==> src/pkg/regctl_defines.svh <==
/*
 * Register offsets, field positions and reset constants for the
 * regulator voltage control register bank.
 * Assumes it is included by its bare name from the package only; the
 * design files use its macros through that include; it holds definitions only.
 */
// What this block does
// [RULE_01] The low six bits of the ceiling register hold the highest code allowed for regulator_b.
// [RULE_02] A code above the ceiling written to a governed regulator_b setting is ignored.
// [RULE_03] The ceiling register ignores writes unless its field is all zeros or all ones.
// [RULE_04] Bit 6 of the primary register picks the primary (0) or alternate (1) code as output.
// [RULE_05] Each voltage-setting register holds a six-bit code in bits 5 to 0.
// [RULE_06] Bit 7 of the alternate register switches regulator_c off at 0 and on at 1.
// [RULE_07] A sequence-controlled enable default turns regulator_c on during power-up sequencing.
// [RULE_08] Bit 6 of the alternate register selects power-save mode when set, normal when clear.
// [RULE_09] Power-on reset restores all three registers, voltage fields and enable from OTP.
// [RULE_10] Primary bit 7 and ceiling bits 7 and 6 are reserved, read-only and read as zero.
// [RULE_11] Host software writes zero to reserved bits and expects zero back from them.
`ifndef REGCTL_DEFINES_SVH
`define REGCTL_DEFINES_SVH

// Register offsets on the serial control register port
`define ADDR_B_CEILING 8'h15
`define ADDR_C_PRIMARY 8'h16
`define ADDR_C_ALTERNATE 8'h17

// Field positions
`define CODE_MSB 5
`define CODE_LSB 0
`define SRC_SEL_BIT 6
`define LOW_POWER_BIT 6
`define ENABLE_BIT 7

// Special ceiling values that keep the ceiling writable
`define CEIL_OPEN_LOW 6'h00
`define CEIL_OPEN_HIGH 6'h3f

// Constant values held during reset, before the OTP load, and zero fill for read-back
`define RST_CODE 6'h00
`define RST_BIT 1'h0
`define RST_BYTE 8'h00
`define ZERO_BYTE 8'h00
`define ZERO_PAD 2'h0

`endif

==> src/pkg/regctl_pkg.sv <==
/*
 * Types shared by the regulator voltage control register bank.
 * Assumes regctl_defines.svh is on the include path.
 */
package regctl_pkg;
    `include "regctl_defines.svh"

    typedef logic [5:0] vcode_t;
    typedef logic [7:0] reg_byte_t;

    // Load sequence after power-on reset
    typedef enum logic {
        LOAD_OTP,
        RUNNING
    } load_state_t;
endpackage

==> src/rtl/reg_field.sv <==
/*
 * One storage field with asynchronous reset to a constant, a one-time
 * load from OTP, and a qualified software write.
 * Assumes the caller gates the write with its own acceptance terms.
 */
module reg_field #(
    parameter int W = 6,
    parameter logic [W-1:0] RST_VAL = '0
) (
    // Clock, reset and enable
    input wire logic clk_i,
    input wire logic sys_rst_i,
    input wire logic ce_i,
    // OTP load
    input wire logic load_i,
    input wire logic [W-1:0] load_val_i,
    // Software write
    input wire logic wr_i,
    input wire logic [W-1:0] wr_val_i,
    // Stored value
    output logic [W-1:0] q_o
);
    logic [W-1:0] next_q;

    // Load takes priority over a write in the same cycle
    assign next_q = load_i ? load_val_i : (wr_i ? wr_val_i : q_o);

    // Storage, frozen while the clock enable is low
    always_ff @(posedge clk_i or posedge sys_rst_i) begin
        if (sys_rst_i) begin
            q_o <= RST_VAL;
        end else if (ce_i) begin
            q_o <= next_q;
        end
    end
endmodule

==> src/rtl/regulator_voltage_ctrl_regs.sv <==
/*
 * Register bank controlling regulator_b's voltage ceiling and
 * regulator_c's primary and alternate voltage settings, enable and
 * low-power mode.
 * Assumes a simple synchronous register port from the serial control
 * interface, and OTP default values that are stable from reset release
 * until the first enabled clock edge after it.
 */
module regulator_voltage_ctrl_regs (
    // Clock, reset and enable
    input wire logic clk_i,
    input wire logic sys_rst_i,
    input wire logic ce_i,
    // Register port from the serial control interface
    input wire logic [7:0] reg_addr_i,
    input wire logic [7:0] reg_wdata_i,
    input wire logic reg_wr_i,
    input wire logic reg_rd_i,
    output logic [7:0] reg_rdata_o,
    output logic reg_rvalid_o,
    // OTP defaults
    input wire regctl_pkg::vcode_t otp_b_ceiling_i,
    input wire regctl_pkg::vcode_t otp_c_primary_code_i,
    input wire regctl_pkg::vcode_t otp_c_alternate_code_i,
    input wire logic otp_c_enable_i,
    input wire logic otp_c_enable_by_seq_i,
    // Power-up sequencer step for regulator_c
    input wire logic seq_c_power_up_i,
    // Ceiling check for regulator_b setting writes
    input wire regctl_pkg::vcode_t regulator_b_candidate_code_i,
    output logic regulator_b_code_allowed_o,
    output regctl_pkg::vcode_t regulator_b_ceiling_o,
    // Regulator_c controls
    output regctl_pkg::vcode_t regulator_c_code_o,
    output logic regulator_c_enable_o,
    output logic regulator_c_low_power_o,
    // Load status
    output logic otp_load_done_o
);
    import regctl_pkg::*;

    load_state_t load_state;
    load_state_t next_load_state;
    logic load_now;

    // Stored fields
    vcode_t b_ceiling;
    vcode_t c_primary_code;
    logic c_source_select;
    vcode_t c_alternate_code;
    logic c_low_power;
    logic c_enable;

    // Address decode and write strobes
    logic hit_ceiling;
    logic hit_primary;
    logic hit_alternate;
    logic wr_ok;
    logic wr_ceiling;
    logic wr_primary;
    logic wr_alternate;
    logic ceiling_open;

    // Enable bit handling
    logic c_enable_seq_ctrl;
    logic next_c_enable;
    logic c_enable_load_val;

    // Selected output code and read mux
    vcode_t next_c_code;
    reg_byte_t read_value;
    reg_byte_t ceiling_view;
    reg_byte_t primary_view;
    reg_byte_t alternate_view;

    // Load sequencer: one OTP load at the first enabled edge after reset
    always_comb begin
        next_load_state = load_state;
        case (load_state)
            LOAD_OTP: next_load_state = RUNNING;
            RUNNING: next_load_state = RUNNING;
            default: next_load_state = LOAD_OTP;
        endcase
    end

    always_ff @(posedge clk_i or posedge sys_rst_i) begin
        if (sys_rst_i) begin
            load_state <= LOAD_OTP;
        end else if (ce_i) begin
            load_state <= next_load_state;
        end
    end

    assign load_now = (load_state == LOAD_OTP); // [RULE_09]
    assign otp_load_done_o = (load_state == RUNNING);

    // Address decoding; writes are refused while the OTP load is pending
    assign hit_ceiling = (reg_addr_i == `ADDR_B_CEILING);
    assign hit_primary = (reg_addr_i == `ADDR_C_PRIMARY);
    assign hit_alternate = (reg_addr_i == `ADDR_C_ALTERNATE);
    assign wr_ok = reg_wr_i && !load_now;

    // The ceiling accepts writes only while it sits at an open value
    assign ceiling_open = (b_ceiling == `CEIL_OPEN_LOW) ||
                          (b_ceiling == `CEIL_OPEN_HIGH); // [RULE_03]
    assign wr_ceiling = wr_ok && hit_ceiling && ceiling_open; // [RULE_03]
    assign wr_primary = wr_ok && hit_primary;
    assign wr_alternate = wr_ok && hit_alternate;

    // Ceiling for regulator_b, low six bits of its register
    reg_field #(
        .W(6),
        .RST_VAL(`RST_CODE)
    ) u_b_ceiling (
        .clk_i(clk_i),
        .sys_rst_i(sys_rst_i),
        .ce_i(ce_i),
        .load_i(load_now),
        .load_val_i(otp_b_ceiling_i),
        .wr_i(wr_ceiling),
        .wr_val_i(reg_wdata_i[`CODE_MSB:`CODE_LSB]), // [RULE_01]
        .q_o(b_ceiling)
    );

    // Ceiling check for regulator_b setting writes done elsewhere
    assign regulator_b_code_allowed_o =
        (regulator_b_candidate_code_i <= b_ceiling); // [RULE_02]
    assign regulator_b_ceiling_o = b_ceiling; // [RULE_01]

    // Regulator_c primary voltage code
    reg_field #(
        .W(6),
        .RST_VAL(`RST_CODE)
    ) u_c_primary_code (
        .clk_i(clk_i),
        .sys_rst_i(sys_rst_i),
        .ce_i(ce_i),
        .load_i(load_now),
        .load_val_i(otp_c_primary_code_i),
        .wr_i(wr_primary),
        .wr_val_i(reg_wdata_i[`CODE_MSB:`CODE_LSB]), // [RULE_05]
        .q_o(c_primary_code)
    );

    // Regulator_c setting source select, cleared by the OTP load
    reg_field #(
        .W(1),
        .RST_VAL(`RST_BIT)
    ) u_c_source_select (
        .clk_i(clk_i),
        .sys_rst_i(sys_rst_i),
        .ce_i(ce_i),
        .load_i(load_now),
        .load_val_i(`RST_BIT),
        .wr_i(wr_primary),
        .wr_val_i(reg_wdata_i[`SRC_SEL_BIT]), // [RULE_04]
        .q_o(c_source_select)
    );

    // Regulator_c alternate voltage code
    reg_field #(
        .W(6),
        .RST_VAL(`RST_CODE)
    ) u_c_alternate_code (
        .clk_i(clk_i),
        .sys_rst_i(sys_rst_i),
        .ce_i(ce_i),
        .load_i(load_now),
        .load_val_i(otp_c_alternate_code_i),
        .wr_i(wr_alternate),
        .wr_val_i(reg_wdata_i[`CODE_MSB:`CODE_LSB]), // [RULE_05]
        .q_o(c_alternate_code)
    );

    // Regulator_c low-power mode, normal mode after reset
    reg_field #(
        .W(1),
        .RST_VAL(`RST_BIT)
    ) u_c_low_power (
        .clk_i(clk_i),
        .sys_rst_i(sys_rst_i),
        .ce_i(ce_i),
        .load_i(load_now),
        .load_val_i(`RST_BIT),
        .wr_i(wr_alternate),
        .wr_val_i(reg_wdata_i[`LOW_POWER_BIT]), // [RULE_08]
        .q_o(c_low_power)
    );

    // Enable default: a sequence-controlled part starts off and waits
    assign c_enable_load_val = otp_c_enable_by_seq_i ? `RST_BIT : otp_c_enable_i;

    // Enable next value; the sequencer's switch-on wins over a host clear
    always_comb begin
        next_c_enable = c_enable;
        if (load_now) begin
            next_c_enable = c_enable_load_val; // [RULE_09]
        end else if (c_enable_seq_ctrl && seq_c_power_up_i) begin
            next_c_enable = 1'b1; // [RULE_07]
        end else if (wr_alternate) begin
            next_c_enable = reg_wdata_i[`ENABLE_BIT]; // [RULE_06]
        end
    end

    // Enable bit and the latched sequence-control flag from OTP
    always_ff @(posedge clk_i or posedge sys_rst_i) begin
        if (sys_rst_i) begin
            c_enable <= `RST_BIT;
            c_enable_seq_ctrl <= `RST_BIT;
        end else if (ce_i) begin
            c_enable <= next_c_enable;
            if (load_now) begin
                c_enable_seq_ctrl <= otp_c_enable_by_seq_i;
            end
        end
    end

    // Output code chosen by the source-select bit
    assign next_c_code = c_source_select ? c_alternate_code : c_primary_code; // [RULE_04]

    // Regulator_c controls come from flip-flops
    always_ff @(posedge clk_i or posedge sys_rst_i) begin
        if (sys_rst_i) begin
            regulator_c_code_o <= `RST_CODE;
            regulator_c_enable_o <= `RST_BIT;
            regulator_c_low_power_o <= `RST_BIT;
        end else if (ce_i) begin
            regulator_c_code_o <= next_c_code;
            regulator_c_enable_o <= c_enable; // [RULE_06]
            regulator_c_low_power_o <= c_low_power; // [RULE_08]
        end
    end

    // Register images as read back; reserved bits read as zero
    assign ceiling_view = {`ZERO_PAD, b_ceiling}; // [RULE_10]
    assign primary_view = {1'b0, c_source_select, c_primary_code}; // [RULE_10]
    assign alternate_view = {c_enable, c_low_power, c_alternate_code};

    // Read select; unmapped addresses read as zero
    assign read_value = hit_ceiling ? ceiling_view :
                        hit_primary ? primary_view :
                        hit_alternate ? alternate_view : `ZERO_BYTE;

    // Read data registered one cycle after the read strobe
    always_ff @(posedge clk_i or posedge sys_rst_i) begin
        if (sys_rst_i) begin
            reg_rdata_o <= `RST_BYTE;
            reg_rvalid_o <= `RST_BIT;
        end else if (ce_i) begin
            reg_rvalid_o <= reg_rd_i;
            if (reg_rd_i) begin
                reg_rdata_o <= read_value;
            end
        end
    end
endmodule

==> config.mk <==
export PLATFORM = sky130hd
export DESIGN_NAME = regulator_voltage_ctrl_regs
export DESIGN_NICKNAME = d
export VERILOG_FILES = /design/src/pkg/regctl_pkg.sv /design/src/rtl/reg_field.sv /design/src/rtl/regulator_voltage_ctrl_regs.sv
export VERILOG_INCLUDE_DIRS = /design/src /design/src/pkg
export SDC_FILE = /design/constraint.sdc
export NUM_CORES = 1
export LEC_CHECK = 0
export ABC_CLOCK_PERIOD_IN_PS = 3100
export BUFFER_PORTS_ARGS = -buffer_cell sky130_fd_sc_hd__buf_4
export CAP_MARGIN = 20
export CORE_MARGIN = 4
export CORE_UTILIZATION = 55
export CTS_CLUSTER_DIAMETER = 40
export CTS_CLUSTER_SIZE = 40
export DETAILED_ROUTE_END_ITERATION = 10
export PLACE_DENSITY = 0.95
export RECOVER_POWER = 25
export SYNTH_ARGS = -nofsm -noshare
export SYNTH_HDL_FRONTEND = slang
export SYNTH_SLANG_ARGS = --single-unit
==> constraint.sdc <==
create_clock -name clk_i -period 3.1 [get_ports clk_i]
set_input_delay 0.155 -clock clk_i [delete_from_list [all_inputs] [get_ports clk_i]]
set_output_delay 0.155 -clock clk_i [all_outputs]
set_load 0.01 [all_outputs]
==> impl_metrics.ini, run 1 <==
[status]
run_status = complete, no violations

[final_layout]
area_growth_pct = 29.0
n_antenna_cell = 0
nets = 363
final_common_cell = buf_4
drive_gt1_share_pct = 31.3
final_cell_mix = buf_4 (71), dfrtp_1 (40), inv_1 (25)
instances_no_fill = 360

[sta]
setup-violations-final = 0
relSlewSlack_pct = 22.4
setup-tns-final_ps = 0
fmaxAchievable_mhz = 468
fin_crit_sh_pct = 68.9
finClkSkew_ps = 2.83
min_period_ps = 2140
final-hold-violation-count = 0
report.final.slew_viol_count = 0
rsz0062_at_grt = no
tightest_slew_ps = 1160

[routing]
drt_iter0_drc = 122
wl_per_cell_um = 16.5
via_count = 2075
drt-pass1-iter-count = 6
avgViaCountPerCell = 5.76
ant_nets = 0
drt_wl_total_mm = 5.95
route.detailed.drc = 0

[grt]
grt_usage_pct = 24.2
grt_overflow = 0
antenna_found_initial = 0
grt_pass1_vias = 1998
grt_pass1_wl_mm = 9.58
grt_max_degree = 41

[yosys]
syn_area_per_cell_sq_um = 9.43
syn-num-nets = 294
synth-main-ff-cell = dfrtp_1
async_flop_share_pct = 100
synth-seq-area-share_pct = 44.2
synth_edf_count = 0
ys_types = 38
synth_area_sq_mm = 0.00226
synth-seq-cells = 40
yosysWarningCount = 0
synth_cells = 240

[critical_path]
required_ps = 2940
arrival_ps = 1980
path_max_fanout = 7
cp-end-kind = output port
cp-start-kind = flip-flop
crit_type = reg -> out
critPathLaunch = u_b_ceiling.q_o[3]
rr_startpoint = otp_load_done_o

[place]
io_buffers = 72
hpwlAfterDp_mm = 4.60
gp_congestion = 0.883
dp.cells = 351

[die]
start_util_pct = 56.6
io-pin-count = 73
dieArea_sq_mm = 0.00521
die_y_um = 72.2
num_rows = 23
fp.dieW_um = 72.2
coreArea_sq_mm = 0.00400

[worst_hold_path]
hold_path.class = in -> reg
hp-start = reg_wdata_i[3]

[clock_tree]
clkLatencyLatePin_ps = 300
cts_max_level = 2
post_cts_buffers = 0
clockRootBuffer = clkbuf_8
cts_buffers = 5
clk_path_buf_depth = 2
cts_tree = built
postCtsResizedCells = 0
cts_sinks = 40
path_clk_slew_ps = 70

[pwr]
design_power_total_uw = 1080
p_leak_uw = 0.00150
p_per_area_mw_per_mm2 = 369
vdd_drop_max_mv = 0.329

[run]
drv_cap = 0
-- worst paths after layout --
| kind | slack, ps | end | cells after the start |
|---|---|---|---|
| setup / recovery | 960 | regulator_b_code_allowed_o | 7 |
| hold / removal | 150 | u_b_ceiling.q_o[3] | 3 |
| setup reg to reg | 1250 | u_b_ceiling.q_o[1] | 4 |
| hold reg to reg | 480 | reg_rdata_o[4] | 2 |
| max in group asynchronous | 2220 | regulator_c_enable_o | 4 |
| min in group asynchronous | 530 | reg_rdata_o[2] | 4 |
-- metal layers --
metal  vias up  routed length, um  track usage [%]
li1        997                  -                -
met1       961               2400             32.7
met2       107               2890             38.8
met3        10                539             4.71
met4         0                123             8.77
met5         -                  0                0
-- power by group --
group          leakage [uW]  switching, uW  internal [uW]
clock network     0.0000455            173            181
logic              0.000936           76.4           90.4
registers          0.000515           14.4            541
total               0.00150            264            813
-- stage by stage --
stage / area (sq um) / setup slack (ps) / utilization, % / hold slack [ps]
detailed placement: 2820 / 1280 / 70.6 / 308
CTS: 2920 / 959 / 73.1 / 148
floorplan: 2260 / 1430 / - / 318
finish: 2920 / 965 / 73.0 / 145
global placement: 2820 / 1310 / 70.6 / 301
global route: 2920 / 844 / 73.0 / 141
-- critical path, cell delays in order (launching register included) --
cell and delay [ps]:
dfrtp_1 510, inv_1 90, ha_1 300, a21o_1 160, a21oi_1 140, nor2b_1 60
o32ai_1 250, buf_4 170
-- timing repair --
action	CTS	global route
setup endpoints to repair	0	0
hold buffers	1	0
hold endpoints to repair	40	0
-- layout make-up --
class,count,area [sq um]
Multi-Input combinational cell,163,1120
Fill cell,309,1080
Sequential cell,40,1000
Timing Repair Buffer,74,554
Inverter,25,93.8
Clock buffer,8,90.1
Tap cell,50,62.6
-- synth_stat cells (all sizes together) (2+ instances only) --
| cell | n | share of area, % |
|---|---|---|
| buf | 3 | 0.77 |
| a21o | 3 | 0.99 |
| clkbuf | 9 | 1.5 |
| nand4 | 4 | 1.1 |
| mux2i | 7 | 3.1 |
| dfrtp | 40 | 44 |
| mux2 | 15 | 8.5 |
| nand2 | 24 | 4.0 |
| nor2b | 3 | 0.83 |
| a31oi | 7 | 1.9 |
| ha | 6 | 3.3 |
| nand2b | 7 | 1.9 |
| o21ai | 27 | 6.0 |
| inv | 25 | 4.1 |
| nor4 | 2 | 0.83 |
| and2 | 2 | 0.55 |
| o311a | 5 | 2.2 |
| o22ai | 5 | 1.4 |
| o2bb2ai | 2 | 0.77 |
| nor2 | 10 | 1.7 |
| a21oi | 15 | 3.3 |
| nand3 | 7 | 1.5 |
-- kinds of logic (layout without fill, tap and decap cells) --
group	after synthesis	after routing	share of synthesized area, %
flip-flops	40	40	44.2
AO/OA/AOI/OAI	71	71	19.3
AND/OR/NAND/NOR	64	64	15.1
adder cells (fa/ha/maj)	6	6	3.32
buffers and inverters	37	107	6.41
multiplexers	22	22	11.6
-- registers in the layout, indices dropped and copies added (netlist names) --
register	count
u_c_low_power.q_o	1
u_c_alternate_code.q_o	6
regulator_c_code_o	6
otp_load_done_o	1
reg_rvalid_o	1
c_enable	1
regulator_c_enable_o	1
regulator_c_low_power_o	1
u_c_primary_code.q_o	6
c_enable_seq_ctrl	1
reg_rdata_o	8
u_b_ceiling.q_o	6
u_c_source_select.q_o	1
Power figures use the tool's default switching activity.
==> inputs of run 2 (changes only) <==
--- a/config.mk
+++ b/config.mk
@@ -6,15 +6,15 @@
 export SDC_FILE = /design/constraint.sdc
 export NUM_CORES = 1
 export LEC_CHECK = 0
-export ABC_CLOCK_PERIOD_IN_PS = 3100
+export ABC_CLOCK_PERIOD_IN_PS = 2000
 export BUFFER_PORTS_ARGS = -buffer_cell sky130_fd_sc_hd__buf_4
 export CAP_MARGIN = 20
 export CORE_MARGIN = 4
-export CORE_UTILIZATION = 55
+export CORE_UTILIZATION = 51
 export CTS_CLUSTER_DIAMETER = 40
 export CTS_CLUSTER_SIZE = 40
 export DETAILED_ROUTE_END_ITERATION = 10
-export PLACE_DENSITY = 0.95
+export PLACE_DENSITY = 0.89
 export RECOVER_POWER = 25
 export SYNTH_ARGS = -nofsm -noshare
 export SYNTH_HDL_FRONTEND = slang
==> constraint.sdc (replaced) <==
create_clock -name clk_i -period 2 [get_ports clk_i]
set_input_delay 0.1 -clock clk_i [delete_from_list [all_inputs] [get_ports clk_i]]
set_output_delay 0.1 -clock clk_i [all_outputs]
set_load 0.01 [all_outputs]
==> run 2 against run 1 <==
Critical path depth unchanged. Die area up 7.0%. Total power rose by 72%. Worst setup slack lost 890 ps. Largest cell class unchanged.
==> impl_metrics.ini, run 2 (same netlist as run 1, synthesis figures left out) <==
[grt]
grt_use_met1_pct = 27.2
antenna_found_initial = 0
grt_pass1_vias = 2013
grt_util_met3_pct = 6.14
grt_busiest_layer = met2
grt_max_degree = 41
grt_pass1_wl_mm = 9.24
grt_use_met2_pct = 38.0
grt_usage_pct = 22.0
grt_overflow = 0

[sta]
tightest_slew_ps = 996
finClkSkew_ps = 5.43
final-hold-violation-count = 0
fmaxAchievable_mhz = 520
rsz0062_at_grt = no
fin_crit_sh_pct = 96.2
relSlewSlack_pct = 33.6
setup-violations-final = 0
report.final.slew_viol_count = 0
holdWs_ps = 85.4
setup-tns-final_ps = 0
min_period_ps = 1920

[die]
fp.dieW_um = 74.6
io-pin-count = 73
coreArea_sq_mm = 0.00414
num_rows = 23
start_util_pct = 54.6
die_y_um = 74.6
dieArea_sq_mm = 0.00557

[clock_tree]
path_clk_slew_ps = 80
cts_buffers = 5
clkLatencyLatePin_ps = 300
clk_path_buf_depth = 2
cts_sinks = 40
cts_tree = built
clockRootBuffer = clkbuf_8
cts_max_level = 2

[final_layout]
n_antenna_cell = 0
final_common_cell = buf_4
largest_register_ffs = 8
nets = 366
instances_no_fill = 363
area_growth_pct = 32.2
drive_gt1_share_pct = 34.2
final_cell_mix = buf_4 (74), dfrtp_1 (38), inv_1 (25)
regMostFlops = reg_rdata_o

[place]
io_buffers = 72
gp_congestion = 0.853
dp.cells = 353
hpwlAfterDp_mm = 4.45

[critical_path]
required_ps = 1900
cp-end-kind = output port
slowest_stage = dfrtp_2
path_buf_inv = 2
critPathTopFamily = compound AO/OA/AOI/OAI gates
path_max_fanout = 6
crit_type = reg -> out
path_cells = inv_1, ha_1, a21o_1, a21oi_2, nor2b_1, o32ai_2, buf_4
cp-start-kind = flip-flop
cpPeakStageDelay_ps = 410
arrival_ps = 1820
r2r_slack_ps = 410

[routing]
drt_iter0_drc = 121
via_count = 2078
drt_wl_total_mm = 5.86
drt-pass1-iter-count = 4
ant_nets = 0
avgViaCountPerCell = 5.72
wl_per_cell_um = 16.2
route.detailed.drc = 0

[status]
run_status = complete, no violations

[run]
drv_cap = 0

[pwr]
p_per_area_mw_per_mm2 = 619
vdd_drop_max_mv = 0.446
design_power_total_uw = 1850
p_leak_uw = 0.00153

[worst_hold_path]
hold_path.class = in -> reg
run 2: final timing paths:
check	from	endpoint	cells after the start
setup / recovery	u_b_ceiling.q_o[3]	regulator_b_code_allowed_o	7
hold / removal	otp_b_ceiling_i[5]	u_b_ceiling.q_o[5]	3
setup reg to reg	u_b_ceiling.q_o[3]	u_b_ceiling.q_o[5]	5
hold reg to reg	reg_rdata_o[0]	reg_rdata_o[0]	2
max in group asynchronous	sys_rst_i	u_b_ceiling.q_o[2]	4
min in group asynchronous	sys_rst_i	reg_rdata_o[2]	4
run 2: layer usage:
layer | wire [um] | vias to the layer above
met5 | 0 | -
li1 | - | 992
met2 | 2960 | 82
met1 | 2410 | 997
met3 | 433 | 7
met4 | 65 | 0
run 2: where the power goes:
part / switching, uW / internal (uW) / leakage (uW) / total, uW
registers: 19.9 / 838 / 0.000511 / 858
clock network: 291 / 440 / 0.0000645 / 731
logic: 122 / 143 / 0.000956 / 265
run 2: metrics by stage:
stage / setup WS, ps / utilization, % / cell area (sq um)
after floorplan: 389 / - / 2260
after global placement: 348 / 68.5 / 2840
after detailed placement: 314 / 68.5 / 2840
after CTS: 19.0 / 71.8 / 2970
after global routing: 7.83 / 72.2 / 2990
final: 75.8 / 72.2 / 2990
run 2: layout make-up:
cell class                 count  area (sq um)
clock inverter                 1          30.0
multi-input combinational    163          1130
inverter                      25          93.8
fill                         324          1150
clock buffer                   7          96.3
sequential                    40          1000
tap                           50          62.6
timing repair buffer          77           578
run 2: tightest hold or removal path: stages:
cell      delay (ps)
buf_4            110
nor2_1            90
a311oi_1          50
run 2: what timing repair did:
item	CTS	global route
hold buffers	1	0
setup buffers	0	1
resized for setup	0	4
hold endpoints to repair	40	0
endpoints found under the setup margin	0	1
